[src/design/adcc_pkg.sv]
// shared constants for the converter control register block
package adcc_pkg;
  // word indices; byte address is four times the index
  localparam logic [9:0] IDX_RESULT = 10'h09b;
  localparam logic [9:0] IDX_CTRL0 = 10'h09d;
  localparam logic [9:0] IDX_CTRL1 = 10'h09e;
  localparam logic [9:0] IDX_TRIG = 10'h09f;
  localparam logic [9:0] IDX_IRQ_STATUS = 10'h0a0;
  localparam logic [9:0] IDX_IRQ_MASK = 10'h0a1;
  // reset values
  localparam logic [7:0] RST_BYTE = 8'h00;
  localparam logic [15:0] RST_RESULT = 16'h0000;
  // control register 0 fields
  localparam int CTRL0_ON_BIT = 0;
  localparam int CTRL0_GO_BIT = 1;
  localparam int CTRL0_CHAN_LSB = 2;
  // control register 1 fields
  localparam int CTRL1_REF_LSB = 0;
  localparam int CTRL1_CLK_LSB = 4;
  localparam int CTRL1_ALIGN_BIT = 7;
  // interrupt status bit for conversion done
  localparam int IRQ_DONE_BIT = 0;
  // channel codes that reach a real input
  localparam logic [5:0] CHAN_GROUND = 6'h1b;
  localparam logic [5:0] CHAN_FIXED_REF = 6'h1e;
  // positive reference codes
  localparam logic [1:0] REF_RESERVED = 2'h1;
  // conversion clock codes
  localparam logic [2:0] CLK_DIV2 = 3'h0;
  localparam logic [2:0] CLK_DIV8 = 3'h1;
  localparam logic [2:0] CLK_DIV32 = 3'h2;
  localparam logic [2:0] CLK_DIV4 = 3'h4;
  localparam logic [2:0] CLK_DIV16 = 3'h5;
  localparam logic [2:0] CLK_DIV64 = 3'h6;
  // trigger codes
  localparam logic [3:0] TRIG_NONE = 4'h0;
  localparam logic [3:0] TRIG_LAST_SOURCE = 4'h9;
  localparam logic [3:0] TRIG_HIGH_READ = 4'hd;
  localparam int TRIG_SOURCES = 9;
  // result geometry
  localparam int RESULT_BITS = 10;
  localparam int RESULT_PAD = 6;
  // conversion state machine
  typedef enum logic [1:0] {
    ST_IDLE = 2'b01,
    ST_CONV = 2'b10
  } adcc_state_e;
endpackage : adcc_pkg

[src/design/adcc_ctrl.sv]
// converter control, result and interrupt registers on a wishbone slave
//
// Decided for this implementation: the Wishbone interface to the registers.
`timescale 1ns/10ps
module adcc_ctrl #(
  parameter int CONV_TADS = 11,
  parameter int RC_DIV = 100
) (
  input wire logic clk_sys,
  input wire logic rst,
  input wire logic wb_cyc_i,
  input wire logic wb_stb_i,
  input wire logic wb_we_i,
  input wire logic [11:0] wb_adr_i,
  input wire logic [3:0] wb_sel_i,
  input wire logic [31:0] wb_dat_i,
  output logic [31:0] wb_dat_o,
  output logic wb_ack_o,
  input wire logic [9:0] conv_data_i,
  input wire logic trig_pin_remap,
  input wire logic timer_zero_rollover,
  input wire logic timer_one_rollover,
  input wire logic timer_two_divided_output,
  input wire logic capture_compare_one_event,
  input wire logic capture_compare_two_event,
  input wire logic pulse_width_three_output,
  input wire logic pulse_width_four_output,
  input wire logic pin_change_flag,
  output logic analog_on_o,
  output logic hold_o,
  output logic [5:0] chan_sel_o,
  output logic chan_valid_o,
  output logic [1:0] ref_sel_o,
  output logic ref_valid_o,
  output logic irq_o
);
  logic [5:0] input_channel_select_q;
  logic on_q;
  logic go_q;
  logic go_d;
  logic result_alignment_q;
  logic [2:0] clk_sel_q;
  logic [1:0] positive_reference_select_q;
  logic [3:0] trigger_source_select_q;
  logic [15:0] result_q;
  logic [7:0] irq_status_q;
  logic [7:0] irq_mask_q;
  adcc_pkg::adcc_state_e state_q;
  logic [7:0] tad_cnt_q;
  logic [8:0] src_prev_q;
  logic [8:0] src_now;
  logic req;
  logic [9:0] idx;
  logic wr;
  logic rd;
  logic sw_start;
  logic sw_stop;
  logic high_read;
  logic trig_edge;
  logic tick;
  logic done;
  logic [7:0] divisor;
  logic [31:0] rd_data;

  // a new request is one not yet answered, so ack is exactly one cycle
  assign req = wb_cyc_i && wb_stb_i && !wb_ack_o;
  assign idx = wb_adr_i[11:2];
  assign wr = req && wb_we_i;
  assign rd = req && !wb_we_i;
  assign high_read = rd && wb_sel_i[1] && idx == adcc_pkg::IDX_RESULT;

  // software go writes from the low byte of control 0
  // a go that clears the enable in the same write is dropped, not pulsed
  assign sw_start = wr && wb_sel_i[0] && idx == adcc_pkg::IDX_CTRL0
    && wb_dat_i[adcc_pkg::CTRL0_GO_BIT]
    && wb_dat_i[adcc_pkg::CTRL0_ON_BIT];
  assign sw_stop = wr && wb_sel_i[0] && idx == adcc_pkg::IDX_CTRL0
    && !wb_dat_i[adcc_pkg::CTRL0_GO_BIT];

  // trigger sources packed in code order, code one in bit zero
  assign src_now = {pin_change_flag, pulse_width_four_output,
    pulse_width_three_output, capture_compare_two_event,
    capture_compare_one_event, timer_two_divided_output,
    timer_one_rollover, timer_zero_rollover, trig_pin_remap};

  // edge of the selected source; reserved codes pick nothing
  always_comb begin
    trig_edge = 1'b0;
    if (trigger_source_select_q != adcc_pkg::TRIG_NONE
        && trigger_source_select_q <= adcc_pkg::TRIG_LAST_SOURCE) begin
      trig_edge = src_now[trigger_source_select_q - 4'h1]
        && !src_prev_q[trigger_source_select_q - 4'h1];
    end else if (trigger_source_select_q == adcc_pkg::TRIG_HIGH_READ) begin
      trig_edge = high_read;
    end
  end

  // previous source levels for edge detection
  always_ff @(posedge clk_sys) begin
    if (rst) begin
      src_prev_q <= 9'h000;
    end else begin
      src_prev_q <= src_now;
    end
  end

  // conversion clock divisor; rc codes fall back to a slow fixed divisor
  always_comb begin
    case (clk_sel_q)
      adcc_pkg::CLK_DIV2: divisor = 8'h02;
      adcc_pkg::CLK_DIV4: divisor = 8'h04;
      adcc_pkg::CLK_DIV8: divisor = 8'h08;
      adcc_pkg::CLK_DIV16: divisor = 8'h10;
      adcc_pkg::CLK_DIV32: divisor = 8'h20;
      adcc_pkg::CLK_DIV64: divisor = 8'h40;
      default: divisor = 8'(RC_DIV);
    endcase
  end

  adcc_tad_gen #(
    .CNT_W(8)
  ) u_tad (
    .clk_sys(clk_sys),
    .rst(rst),
    .run(state_q == adcc_pkg::ST_CONV),
    .divisor(divisor),
    .tick(tick)
  );

  assign done = state_q == adcc_pkg::ST_CONV && tick
    && tad_cnt_q == 8'(CONV_TADS - 1);

  // busy bit: completion and power-off clear, start needs the enable
  always_comb begin
    go_d = go_q;
    if (done || !on_q) begin
      go_d = 1'b0;
    end else if ((sw_start || trig_edge) && state_q == adcc_pkg::ST_IDLE) begin
      go_d = 1'b1;
    end else if (sw_stop) begin
      go_d = 1'b0;
    end
  end

  always_ff @(posedge clk_sys) begin
    if (rst) begin
      go_q <= 1'b0;
    end else begin
      go_q <= go_d;
    end
  end

  // conversion sequencer; clearing busy by hand aborts
  always_ff @(posedge clk_sys) begin
    if (rst) begin
      state_q <= adcc_pkg::ST_IDLE;
      tad_cnt_q <= 8'h00;
    end else begin
      case (state_q)
        adcc_pkg::ST_IDLE: begin
          tad_cnt_q <= 8'h00;
          if (go_q && on_q) begin
            state_q <= adcc_pkg::ST_CONV;
          end
        end
        adcc_pkg::ST_CONV: begin
          if (done || !go_q || !on_q) begin
            state_q <= adcc_pkg::ST_IDLE;
            tad_cnt_q <= 8'h00;
          end else if (tick) begin
            tad_cnt_q <= tad_cnt_q + 8'h01;
          end
        end
        default: begin
          state_q <= adcc_pkg::ST_IDLE;
          tad_cnt_q <= 8'h00;
        end
      endcase
    end
  end

  // control and trigger registers, low byte lane only
  always_ff @(posedge clk_sys) begin
    if (rst) begin
      input_channel_select_q <= 6'h00;
      on_q <= 1'b0;
      result_alignment_q <= 1'b0;
      clk_sel_q <= 3'h0;
      positive_reference_select_q <= 2'h0;
      trigger_source_select_q <= 4'h0;
      irq_mask_q <= adcc_pkg::RST_BYTE;
    end else if (wr && wb_sel_i[0]) begin
      case (idx)
        adcc_pkg::IDX_CTRL0: begin
          input_channel_select_q <=
            wb_dat_i[adcc_pkg::CTRL0_CHAN_LSB +: 6];
          on_q <= wb_dat_i[adcc_pkg::CTRL0_ON_BIT];
        end
        adcc_pkg::IDX_CTRL1: begin
          result_alignment_q <= wb_dat_i[adcc_pkg::CTRL1_ALIGN_BIT];
          clk_sel_q <= wb_dat_i[adcc_pkg::CTRL1_CLK_LSB +: 3];
          positive_reference_select_q <=
            wb_dat_i[adcc_pkg::CTRL1_REF_LSB +: 2];
        end
        adcc_pkg::IDX_TRIG: trigger_source_select_q <= wb_dat_i[3:0];
        adcc_pkg::IDX_IRQ_MASK: irq_mask_q <= wb_dat_i[7:0];
        default: begin
        end
      endcase
    end
  end

  // result: completion load wins over a software byte write that same cycle
  always_ff @(posedge clk_sys) begin
    if (rst) begin
      result_q <= adcc_pkg::RST_RESULT;
    end else if (done) begin
      if (result_alignment_q) begin
        result_q <= {{adcc_pkg::RESULT_PAD{1'b0}}, conv_data_i};
      end else begin
        result_q <= {conv_data_i, {adcc_pkg::RESULT_PAD{1'b0}}};
      end
    end else if (wr && idx == adcc_pkg::IDX_RESULT) begin
      // stored raw, alignment is not applied to writes
      if (wb_sel_i[0]) begin
        result_q[7:0] <= wb_dat_i[7:0];
      end
      if (wb_sel_i[1]) begin
        result_q[15:8] <= wb_dat_i[15:8];
      end
    end
  end

  // done flag is sticky; a read clears it but a new completion wins
  always_ff @(posedge clk_sys) begin
    if (rst) begin
      irq_status_q <= adcc_pkg::RST_BYTE;
    end else begin
      if (rd && wb_sel_i[0] && idx == adcc_pkg::IDX_IRQ_STATUS) begin
        irq_status_q <= adcc_pkg::RST_BYTE;
      end
      if (done) begin
        irq_status_q[adcc_pkg::IRQ_DONE_BIT] <= 1'b1;
      end
    end
  end

  // read mux; unmapped words answer zero
  always_comb begin
    rd_data = 32'h0000_0000;
    case (idx)
      adcc_pkg::IDX_RESULT: rd_data = {16'h0000, result_q};
      adcc_pkg::IDX_CTRL0: rd_data = {24'h000000, input_channel_select_q,
        go_q, on_q};
      adcc_pkg::IDX_CTRL1: rd_data = {24'h000000, result_alignment_q,
        clk_sel_q, 2'h0, positive_reference_select_q};
      adcc_pkg::IDX_TRIG: rd_data = {28'h0000000, trigger_source_select_q};
      adcc_pkg::IDX_IRQ_STATUS: rd_data = {24'h000000, irq_status_q};
      adcc_pkg::IDX_IRQ_MASK: rd_data = {24'h000000, irq_mask_q};
      default: rd_data = 32'h0000_0000;
    endcase
  end

  // bus answer registered: ack one cycle after the request
  always_ff @(posedge clk_sys) begin
    if (rst) begin
      wb_ack_o <= 1'b0;
      wb_dat_o <= 32'h0000_0000;
    end else begin
      wb_ack_o <= req;
      wb_dat_o <= rd ? rd_data : 32'h0000_0000;
    end
  end

  // analog side controls; hold only tracks the conversion, never discharges
  always_ff @(posedge clk_sys) begin
    if (rst) begin
      analog_on_o <= 1'b0;
      hold_o <= 1'b0;
      chan_sel_o <= 6'h00;
      chan_valid_o <= 1'b0;
      ref_sel_o <= 2'h0;
      ref_valid_o <= 1'b0;
      irq_o <= 1'b0;
    end else begin
      analog_on_o <= on_q;
      hold_o <= on_q && state_q == adcc_pkg::ST_CONV;
      chan_sel_o <= input_channel_select_q;
      chan_valid_o <= on_q && (input_channel_select_q <= 6'h02
        || input_channel_select_q == 6'h04 || input_channel_select_q == 6'h05
        || (input_channel_select_q >= 6'h0d && input_channel_select_q <= 6'h0f)
        || (input_channel_select_q >= 6'h12 && input_channel_select_q <= 6'h15)
        || input_channel_select_q == adcc_pkg::CHAN_GROUND
        || input_channel_select_q == adcc_pkg::CHAN_FIXED_REF);
      ref_sel_o <= positive_reference_select_q;
      ref_valid_o <= on_q
        && positive_reference_select_q != adcc_pkg::REF_RESERVED;
      irq_o <= |(irq_status_q & irq_mask_q);
    end
  end

  a_start_sets_busy: assert property (@(posedge clk_sys) disable iff (rst)
    sw_start && on_q && state_q == adcc_pkg::ST_IDLE |=> go_q ##1
    state_q == adcc_pkg::ST_CONV) else $error("start did not set busy");
  a_done_clears_busy: assert property (@(posedge clk_sys) disable iff (rst)
    done |=> !go_q && state_q == adcc_pkg::ST_IDLE)
    else $error("busy not cleared at end");
  a_done_sets_flag: assert property (@(posedge clk_sys) disable iff (rst)
    done |=> irq_status_q[adcc_pkg::IRQ_DONE_BIT] ##1
    irq_o == $past(irq_mask_q[0]))
    else $error("done flag not set");
  a_right_align_load: assert property (@(posedge clk_sys) disable iff (rst)
    done && result_alignment_q |=> result_q == {6'h00, $past(conv_data_i)})
    else $error("right aligned result wrong");
  a_left_align_load: assert property (@(posedge clk_sys) disable iff (rst)
    done && !result_alignment_q |=> result_q[5:0] == 6'h00
    && result_q[15:6] == $past(conv_data_i))
    else $error("left aligned result wrong");
  a_off_stays_idle: assert property (@(posedge clk_sys) disable iff (rst)
    !on_q |=> !go_q && !analog_on_o && !hold_o && !chan_valid_o
    && !ref_valid_o)
    else $error("converter active while off");
  a_trig_edge_starts: assert property (@(posedge clk_sys) disable iff (rst)
    trig_edge && on_q && state_q == adcc_pkg::ST_IDLE && !sw_stop |=> go_q)
    else $error("trigger edge missed");
  a_high_read_trig: assert property (@(posedge clk_sys) disable iff (rst)
    trigger_source_select_q == adcc_pkg::TRIG_HIGH_READ && high_read
    && on_q && state_q == adcc_pkg::ST_IDLE |=> go_q)
    else $error("high byte read did not trigger");
  a_reserved_chan: assert property (@(posedge clk_sys) disable iff (rst)
    input_channel_select_q == 6'h03 |=> !chan_valid_o)
    else $error("reserved channel drives input");
  a_ack_single: assert property (@(posedge clk_sys) disable iff (rst)
    wb_ack_o |=> !wb_ack_o) else $error("ack longer than one cycle");
endmodule : adcc_ctrl

[src/design/adcc_tad_gen.sv]
// conversion clock period tick generator
`timescale 1ns/10ps
module adcc_tad_gen #(
  parameter int CNT_W = 8
) (
  input wire logic clk_sys,
  input wire logic rst,
  input wire logic run,
  input wire logic [CNT_W-1:0] divisor,
  output logic tick
);
  logic [CNT_W-1:0] cnt_q;

  // free count only while running, so each conversion starts phase aligned
  always_ff @(posedge clk_sys) begin
    if (rst || !run) begin
      cnt_q <= '0;
    end else if (cnt_q >= divisor - CNT_W'(1)) begin
      cnt_q <= '0;
    end else begin
      cnt_q <= cnt_q + CNT_W'(1);
    end
  end

  assign tick = run && (cnt_q >= divisor - CNT_W'(1));
endmodule : adcc_tad_gen
[config.mk]
export PLATFORM = sky130hd
export DESIGN_NAME = adcc_ctrl
export DESIGN_NICKNAME = d
export VERILOG_FILES = /design/src/design/adcc_pkg.sv /design/src/design/adcc_ctrl.sv /design/src/design/adcc_tad_gen.sv
export SDC_FILE = /design/constraint.sdc
export NUM_CORES = 1
export LEC_CHECK = 0
export BUFFER_PORTS_ARGS = -buffer_cell sky130_fd_sc_hd__buf_2
export CAP_MARGIN = 10
export CELL_PAD_IN_SITES_DETAIL_PLACEMENT = 0
export CELL_PAD_IN_SITES_GLOBAL_PLACEMENT = 2
export CORE_ASPECT_RATIO = 0.75
export CORE_UTILIZATION = 31
export DETAILED_ROUTE_END_ITERATION = 10
export PLACE_DENSITY_LB_ADDON = 0.1
export SLEW_MARGIN = 5
export SYNTH_ARGS = -nofsm -noshare
export SYNTH_HDL_FRONTEND = slang
export SYNTH_SLANG_ARGS = --single-unit
[constraint.sdc]
create_clock -name clk_sys -period 4.1 [get_ports clk_sys]
set_input_delay 0.41 -clock clk_sys [delete_from_list [all_inputs] [get_ports clk_sys]]
set_output_delay 0.41 -clock clk_sys [all_outputs]
set_load 0.02 [all_outputs]
==> results of run 1 <==
[cells in the mapped netlist (7+ instances only)]
cell	instances	area (µm²)
ha_1	13	163
dfxtp_1	100	2000
a21oi_1	55	275
nand2_1	41	154
nor2b_1	23	144
mux2i_1	28	280
xor2_1	7	61.3
inv_1	12	45.0
nor2_1	33	124
a41o_1	7	70.1
nand3_1	18	90.1
clkbuf_1	27	101
a31o_2	7	61.3
a22oi_1	16	120
o21ai_0	11	55.1
buf_4	16	120
and2_1	12	75.1
nand2b_1	17	106
[layer usage]
layer	vias to the layer above	wire (µm)	global-route usage
met1	1853	6690	0.254
li1	1967	-	-
met2	80	5450	0.262
met5	-	0	0
met4	0	125	0.0479
met3	8	598	0.0385
[final cells by class]
type	instances	area, µm²	area share
Tap cell	200	250	0.0452
Inverter	12	45.0	0.00814
Timing Repair Buffer	90	473	0.0855
Clock buffer	10	239	0.0432
Clock inverter	6	62.6	0.0113
Multi-Input combinational cell	376	2460	0.445
Sequential cell	100	2000	0.362
[flip-flops by register name (all words and copies together), names as in the netlist, 2 cells and up]
name,flops
chan_sel_o,6
clk_sel_q,3
input_channel_select_q,6
irq_mask_q,8
positive_reference_select_q,2
ref_sel_o,2
result_q,16
src_prev_q,9
state_q,2
tad_cnt_q,8
trigger_source_select_q,4
u_tad.cnt_q,8
wb_dat_o,16
[power groups by stage]
stage | clock network (mW) | registers (mW) | logic, mW
final | 0.861 | 0.977 | 0.0939
after global routing | 0.930 | 0.977 | 0.103
after CTS | 0.893 | 0.976 | 0.0942
after detailed placement | 0 | 0.999 | 0.0938
after global placement | 0 | 0.999 | 0.0932
after floorplan | 0 | 1.00 | 0.0594
[worst reg2reg max path, cell delays in order, from the launching register on]
cell,delay (ps)
dfxtp_1,490
nor2_1,110
a21boi_0,220
ha_1,270
nor2_1,70
a21oi_1,140
ha_1,280
a21o_1,170
a221o_1,310
a41o_1,450
a2111o_1,610
a311oi_1,300
[cells by family (layout without fill, tap and decap cells)]
logic type / Yosys count / count (layout) / synth area share
flops: 100 / 100 / 0.429
buf+inv: 56 / 118 / 0.0582
fa+ha+maj: 13 / 13 / 0.0349
simple gates: 189 / 189 / 0.228
xor+xnor: 9 / 9 / 0.0169
compound gates: 119 / 119 / 0.165
mux: 30 / 30 / 0.0673
other cells: 1 / 16 / 0.000804
[final timing paths]
check / end / start
worst min register to register: wb_dat_o[12]$_SDFF_PP0_ / result_q[12]$_SDFFE_PP0P_
worst max-delay path: tad_cnt_q[1]$_SDFFE_PP0P_ / clk_sel_q[1]$_SDFFE_PP0P_
worst max register to register: tad_cnt_q[1]$_SDFFE_PP0P_ / clk_sel_q[1]$_SDFFE_PP0P_
worst min-delay path: src_prev_q[6]$_SDFF_PP0_ / pulse_width_three_output
[metrics by stage]
stage / worst slack [ps] / hold WS, ps
2_1_floorplan: 1120 / 419
3_3_place_gp: 714 / 441
3_5_place_dp: 598 / 443
4_1_cts: 566 / 262
5_1_grt: 227 / 273
6_report: 591 / 271
==> results.cfg, run 1 <==
[sta]
slew_viol_final = 0
fmax_mhz = 285
setup_violations = 0
period_share = 0.856
worstMarginPinSlew_ps = 973
rsz0062_at_grt = no
fin_crit_ps = 3510
final_hold_viol_count = 0
skew_ps = 13.0
max_slew_margin = 0.346
setup_tns_ps = 0

[power]
p_sw_mw = 0.474
switching_share = 0.245
p_clk_frac = 0.446
powerDensity_nw_per_um2 = 349
p_leak_nw = 2.19
p_total_mw = 1.93
pwr-share-seq = 0.506
power.internal_mw = 1.46
combPwrFrac = 0.049
vdd_ir_drop_max_v = 0.000208

[clock_tree]
cts_resized = 0
cts_num_sinks = 100
post_cts_buffers = 0
cts_root_buffer = clkbuf_16
cts_tree = built
clkLatencyLatePin_ps = 350
clk_pin_slew_ps = 80
h-tree-depth = 3
clockBufferDepth = 2
cts_buffers = 9
postCtsHoldBufs = 0

[floorplan]
start_util = 0.320
fp.dieH_um = 108
io_pins = 118
design.core.area_um2 = 14600
fp-row-count = 38
die_w_um = 144
die-area_um2 = 15600

[route]
remaining_drc_errors = 0
vias_per_cell = 4.92
drtPass1Iterations = 4
drt_iter0_drc = 195
drtAntennaViolNets = 0
wire_per_inst_um = 16.2
vias = 3908
routed_wirelength_um = 12900

[synth]
synth_cells = 517
syn_area_um2 = 4670
synth_edf_count = 0
synth-main-ff-cell = dfxtp_1
synth.yosys.seq_area_share = 0.429
async_flop_share = 0
avgSynthCellArea_um2 = 9.02
yosys_warnings = 0
synth_seq_cells = 100
synth_cell_types = 55

[setup_path]
ff2ff_path_depth = 11
critPathMaxFanout = 18
cp.depth = 11
cp-start-kind = flop
rrSetupSlack_ps = 590
required_ps = 4360
arrival_ps = 3770
endpoint_kind = flop
crit_type = reg -> reg
path_cells = nor2_1, a21boi_0, ha_1, nor2_1, a21oi_1, ha_1, a21o_1, a221o_1, a41o_1, a2111o_1, a311oi_1
slowest_delay_ps = 610
cp_num_buf_inv = 0
crit_family = compound AO/OA/AOI/OAI gates
cp_slowest_cell = a2111o_1

[cells_and_area]
area_delta_synth_final_pct = 18.6
final_cell_mix = 100 x dfxtp_1, 81 x buf_2, 55 x a21oi_1
finalNonFillerCells = 794
final_common_cell = dfxtp_1
final_util = 0.379
fill_cells = 1548
fin_nets = 674
antenna_cells = 0
layout-drive-gt1-share = 0.209
fin_area_um2 = 5530

[global_routing]
grt_max_degree = 36
antenna_found_initial = 0
gr-usage-all-layers = 0.176
grt-ovfl-total = 0
grt_pass1_wl_um = 20400
grt_pass1_vias = 3690

[place]
hpwl_um = 9230
placedCellCount = 778
gp_congestion = 0.758
io_buffers = 81
placed_area_um2 = 5230

[run]
max_cap_viol_count = 0

[min_path]
whs_path_depth = 2
hold_class = in -> reg

[status]
outcome = complete, no violations
No activity file was read; power rests on OpenSTA's default activity.
==> inputs of run 2 (changes only) <==
--- a/config.mk
+++ b/config.mk
@@ -13,6 +13,7 @@
 export CORE_UTILIZATION = 31
 export DETAILED_ROUTE_END_ITERATION = 10
 export PLACE_DENSITY_LB_ADDON = 0.1
+export RECOVER_POWER = 25
 export SLEW_MARGIN = 5
 export SYNTH_ARGS = -nofsm -noshare
 export SYNTH_HDL_FRONTEND = slang
==> constraint.sdc (replaced) <==
create_clock -name clk_sys -period 3.5 [get_ports clk_sys]
set_input_delay 0.35 -clock clk_sys [delete_from_list [all_inputs] [get_ports clk_sys]]
set_output_delay 0.35 -clock clk_sys [all_outputs]
set_load 0.02 [all_outputs]
==> run 2 against run 1 <==
Effect of this change:
- the flow now finishes with violations (capacitance limit, slew limit)
- global-route usage hardly changed
- fmax is 11% higher
- via count is 2.4% higher
- highest routed layer unchanged
- combinational power is 17% higher
- total power is 15% higher
- design area is 0.38% lower
- flip-flop and latch count stayed put
- non-clock buffer count is 3 higher
- largest power group unchanged
- critical path depth stayed put
==> results.cfg, run 2 (synthesized netlist as in run 1, its figures left out) <==
[clock_tree]
clk_pin_slew_ps = 70
cts_resized = 0
clockBufferDepth = 2
cts_tree = built
cts_num_sinks = 100
h-tree-depth = 3
post_cts_buffers = 0
cts_root_buffer = clkbuf_16
cts_buffers = 9
postCtsHoldBufs = 0
clkLatencyLatePin_ps = 350

[sta]
setup_tns_ps = 0
fmax_mhz = 318
rsz0062_at_grt = no
period_share = 0.899
slew_viol_final = 33
fin_crit_ps = 3150
final_hold_viol_count = 0
worstMarginPinSlew_ps = 1570
setup_violations = 0
max_slew_margin = -0.0445
skew_ps = 13.2

[floorplan]
design.core.area_um2 = 14600
die-area_um2 = 15600
fp.dieH_um = 108
fp-row-count = 38
start_util = 0.320
io_pins = 118
die_w_um = 144

[cells_and_area]
largestRegisters = result_q (16), wb_dat_o (16), src_prev_q (9)
fin_nets = 677
area_delta_synth_final_pct = 18.1
fill_cells = 1512
final_util = 0.378
antenna_cells = 0
final_common_cell = dfxtp_1
multi_input_area_um2 = 2460
seqCellArea_um2 = 2000
final_cell_mix = 100 x dfxtp_1, 61 x buf_2, 55 x a21oi_1
layout-drive-gt1-share = 0.178

[route]
wire_per_inst_um = 16.2
vias = 4001
routed_wirelength_um = 12900
drtPass1Iterations = 4
remaining_drc_errors = 0
drtAntennaViolNets = 0
drt_iter0_drc = 198
vias_per_cell = 5.03

[status]
outcome = finished, violations left
violations = capacitance limit, slew limit

[min_path]
hold_class = in -> reg
min_to = src_prev_q[6]$_SDFF_PP0_
whs_path_depth = 2
worstHoldStart = pulse_width_three_output

[global_routing]
grt_pass1_wl_um = 20500
grt_max_degree = 36
antenna_found_initial = 0
grt-ovfl-total = 0
gr-usage-all-layers = 0.176
grt_pass1_vias = 3744

[setup_path]
rrSetupSlack_ps = 350
r2r_start = clk_sel_q[0]$_SDFFE_PP0P_
endpoint_kind = flop
arrival_ps = 3410
cp-start-kind = flop
required_ps = 3760
crit_type = reg -> reg
r2r_end = tad_cnt_q[1]$_SDFFE_PP0P_
critPathMaxFanout = 10
ff2ff_path_depth = 11

[power]
p_leak_nw = 2.11
vdd_ir_drop_max_v = 0.000244
powerDensity_nw_per_um2 = 402

[run]
max_cap_viol_count = 1

[place]
hpwl_um = 9340
gp_congestion = 0.767
io_buffers = 81
-- run 2: final cells by class --
class                      count  share of cell area
sequential                   100               0.363
inverter                      12             0.00817
clock inverter                 6              0.0104
multi-input combinational    376               0.447
clock buffer                   9              0.0409
timing repair buffer          93              0.0854
tap                          200              0.0454
-- run 2: critical path, stage by stage (launching register included) --
cell,delay [ps]
dfxtp_1,480
nor2_1,120
a21boi_0,190
ha_1,250
nor2_1,70
a21oi_1,160
ha_1,280
a21o_1,160
a221o_1,310
a41o_1,240
a2111o_1,520
a311oi_1,280
-- run 2: worst max-delay path by stage --
stage | end | start
after floorplan | tad_cnt_q[1]$_SDFFE_PP0P_ | clk_sel_q[1]$_SDFFE_PP0P_
after global placement | tad_cnt_q[1]$_SDFFE_PP0P_ | clk_sel_q[0]$_SDFFE_PP0P_
after detailed placement | tad_cnt_q[1]$_SDFFE_PP0P_ | clk_sel_q[0]$_SDFFE_PP0P_
after CTS | tad_cnt_q[1]$_SDFFE_PP0P_ | clk_sel_q[0]$_SDFFE_PP0P_
after global routing | tad_cnt_q[1]$_SDFFE_PP0P_ | clk_sel_q[1]$_SDFFE_PP0P_
final | tad_cnt_q[1]$_SDFFE_PP0P_ | clk_sel_q[0]$_SDFFE_PP0P_
-- run 2: report_power, final --
| group | switching [mW] | leakage, nW | internal, mW | total [mW] |
|---|---|---|---|---|
| registers | 0.00128 | 0.808 | 1.14 | 1.14 |
| logic | 0.0691 | 1.16 | 0.0407 | 0.110 |
| clock network | 0.467 | 0.140 | 0.495 | 0.962 |
-- run 2: layer usage --
layer | vias up | GRT usage | share of wire
li1 | 1981 | - | -
met1 | 1922 | 0.256 | 0.52
met2 | 90 | 0.266 | 0.44
met3 | 8 | 0.0372 | 0.038
met4 | 0 | 0.0342 | 0.0057
met5 | - | 0 | 0
-- run 2: metrics by stage --
stage                     hold slack, ps  std cells  worst slack (ps)  area, µm²  power, mW
after floorplan                      419        532               525       4720       1.24
after global placement               440        781               399       5250       1.28
after detailed placement             444        781               340       5250       1.28
after CTS                            204        796               344       5540       2.26
after global routing                 207        796              70.8       5510       2.31
final                                218        796               352       5510       2.22
==> inputs of run 3 (changes only) <==
--- a/config.mk
+++ b/config.mk
@@ -10,11 +10,12 @@
 export CELL_PAD_IN_SITES_DETAIL_PLACEMENT = 0
 export CELL_PAD_IN_SITES_GLOBAL_PLACEMENT = 2
 export CORE_ASPECT_RATIO = 0.75
-export CORE_UTILIZATION = 31
+export CORE_UTILIZATION = 32
 export DETAILED_ROUTE_END_ITERATION = 10
 export PLACE_DENSITY_LB_ADDON = 0.1
 export RECOVER_POWER = 25
 export SLEW_MARGIN = 5
 export SYNTH_ARGS = -nofsm -noshare
 export SYNTH_HDL_FRONTEND = slang
+export SYNTH_HIERARCHICAL = 1
 export SYNTH_SLANG_ARGS = --single-unit
==> run 3 against run 2 <==
Effect of this change:
- the flow finishes with violations (DRC)
- via count shrank 2.1%
- total power grew 6.3%
- critical path depth increased by 5
- critical endpoint is now result_q[6]$_SDFFE_PP0P_
- sequential power about the same
- count of clock-buffer cells in the layout up 1
==> results.cfg, run 3 <==
[run]
max_cap_viol_count = 0

[place]
io_buffers = 81
hpwl_um = 9410
placed_area_um2 = 5340
gp_congestion = 0.746
placedCellCount = 790

[route]
routed_wirelength_um = 12900
wire_per_inst_um = 15.9
drtPass1Iterations = 7
remaining_drc_errors = 1
vias_per_cell = 4.82
vias = 3915
drt_iter0_drc = 207
drtAntennaViolNets = 0

[sta]
period_share = 0.937
fin_crit_ps = 3280
max_slew_margin = 0.440
skew_ps = 8.61
setup_violations = 0
rsz0062_at_grt = yes
hold_slack_ps = 224
final_hold_viol_count = 0
worstMarginPinSlew_ps = 836
slew_viol_final = 0
fmax_mhz = 305

[synth]
avgSynthCellArea_um2 = 9.20
yosys_warnings = 6
synth_edf_count = 0
synth.area.top_cells = dfxtp_1 42%, mux2i_1 6.3%, nor2_1 5.5%
synth_cells = 516
synth-main-ff-cell = dfxtp_1
synth_seq_cells = 100
yosysTopAreaCellShare = 0.422
syn_area_um2 = 4750
netlist_top_cells_count = 100 x dfxtp_1, 70 x nor2_1, 30 x mux2i_1
synth.yosys.seq_area_share = 0.422
synth_cell_types = 59
synth_most_common_cell = dfxtp_1
synth_top_area_cell = dfxtp_1
async_flop_share = 0

[cells_and_area]
final_cell_mix = 97 x dfxtp_1, 73 x buf_2, 70 x nor2_1
largestRegisters = result_q (16), wb_dat_o (16), src_prev_q (9)
finalNonFillerCells = 812
fin_area_um2 = 5830
layout-drive-gt1-share = 0.227
fin_nets = 693
final_util = 0.404
final_common_cell = dfxtp_1
antenna_cells = 0
area_delta_synth_final_pct = 22.8

[clock_tree]
clk_pin_slew_ps = 70
cts_tree = built
cts_num_sinks = 100
cts_root_buffer = clkbuf_16
postCtsHoldBufs = 0
clkLatencyLatePin_ps = 350
h-tree-depth = 3
clockBufferDepth = 2
cts_buffers = 9

[power]
powerDensity_nw_per_um2 = 404
p_leak_nw = 2.23
vdd_ir_drop_max_v = 0.000221
p_total_mw = 2.35

[setup_path]
arrival_ps = 3490
crit_type = reg -> reg
critPathMaxFanout = 9
required_ps = 3710
endpoint_kind = flop
cp-start-kind = flop

[global_routing]
grt-ovfl-total = 0
gr-usage-all-layers = 0.173
antenna_found_initial = 0
grt_pass1_wl_um = 20000
grt_pass1_vias = 3750
grt_max_degree = 60

[status]
violations = DRC
outcome = finished, violations left

[floorplan]
die-area_um2 = 15300
die_w_um = 143
io_pins = 118
design.core.area_um2 = 14500
fp.dieH_um = 107
fp-row-count = 38
start_util = 0.329

[min_path]
hold_class = in -> reg
## run 3: changes by cell type after synthesis, moves of 6 or more
cell	change
o21ai_0	-6
xor2_1	+8
nor2_1	+37
or4_1	-6
nand2b_1	-13
clkbuf_1	-12
a21oi_1	-27
a31o_2	-6
nor3b_1	+8
a41o_1	-7
nand2_1	-15
## run 3: timing repair
action                                  4_1_cts  5_1_grt
setup buffers                                 0        4
endpoints found under the setup margin        6       25
pin swaps                                     0        8
gates cloned                                  1        1
gates resized for setup                       2       27
## run 3: stage by stage
stage                     worst slack, ps  setup TNS [ps]
after CTS                           0.907               0
after global placement              -6.57           -13.1
after global routing                -32.2           -59.8
after floorplan                      64.1               0
final                                 221               0
after detailed placement            -50.3           -92.8
## run 3: path summary, 6_finish.rpt
| check | cells past startpoint | slack [ps] | from | endpoint |
|---|---|---|---|---|
| hold reg to reg | 1 | 450 | result_q[14]$_SDFFE_PP0P_ | wb_dat_o[14]$_SDFF_PP0_ |
| setup reg to reg | 16 | 220 | clk_sel_q[1]$_SDFFE_PP0P_ | result_q[6]$_SDFFE_PP0P_ |
| hold / removal | 2 | 220 | timer_one_rollover | src_prev_q[2]$_SDFF_PP0_ |
| setup / recovery | 16 | 220 | clk_sel_q[1]$_SDFFE_PP0P_ | result_q[6]$_SDFFE_PP0P_ |
## run 3: worst max-delay path: stages (launching register included)
cell,delay (ps)
dfxtp_4,390
nor3_4,170
inv_1,60
ha_1,220
xnor2_1,140
ha_1,300
a211o_1,310
a31oi_2,200
nor3_2,50
o21a_1,200
nor4bb_2,170
buf_4,160
and3_4,190
buf_4,160
a21o_4,230
mux2i_1,150
nor2_1,50
## run 3: metal layers
metal  vias up  global-route usage  routed length [µm]
met4         0              0.0415                  37
met3         2              0.0329                 558
met5         -                   0                   0
met2        73               0.255                5510
li1       1970                   -                   -
met1      1870               0.255                6790
## run 3: final cells by class
cell class,instances,area (µm²)
sequential,100,2010
fill,1503,8620
multi-input combinational,381,2650
clock buffer,10,239
tap,200,250
inverter,16,60.1
clock inverter,6,86.3
timing repair buffer,99,534
## run 3: logic make-up after synthesis
| group | Yosys count | share of synthesized area |
|---|---|---|
| compound gates | 87 | 0.131 |
| xor+xnor | 20 | 0.0369 |
| fa+ha+maj | 15 | 0.0390 |
| buf+inv | 57 | 0.0646 |
| flops | 100 | 0.422 |
| mux | 32 | 0.0704 |
| other cells | 1 | 0.000790 |
| simple gates | 204 | 0.236 |
## run 3: power by group
group          switching [mW]  internal (mW)  total (mW)  leakage (nW)
Clock                   0.445          0.646        1.09         0.159
Sequential            0.00172           1.14        1.14         0.810
Combinational          0.0762         0.0430       0.119          1.26
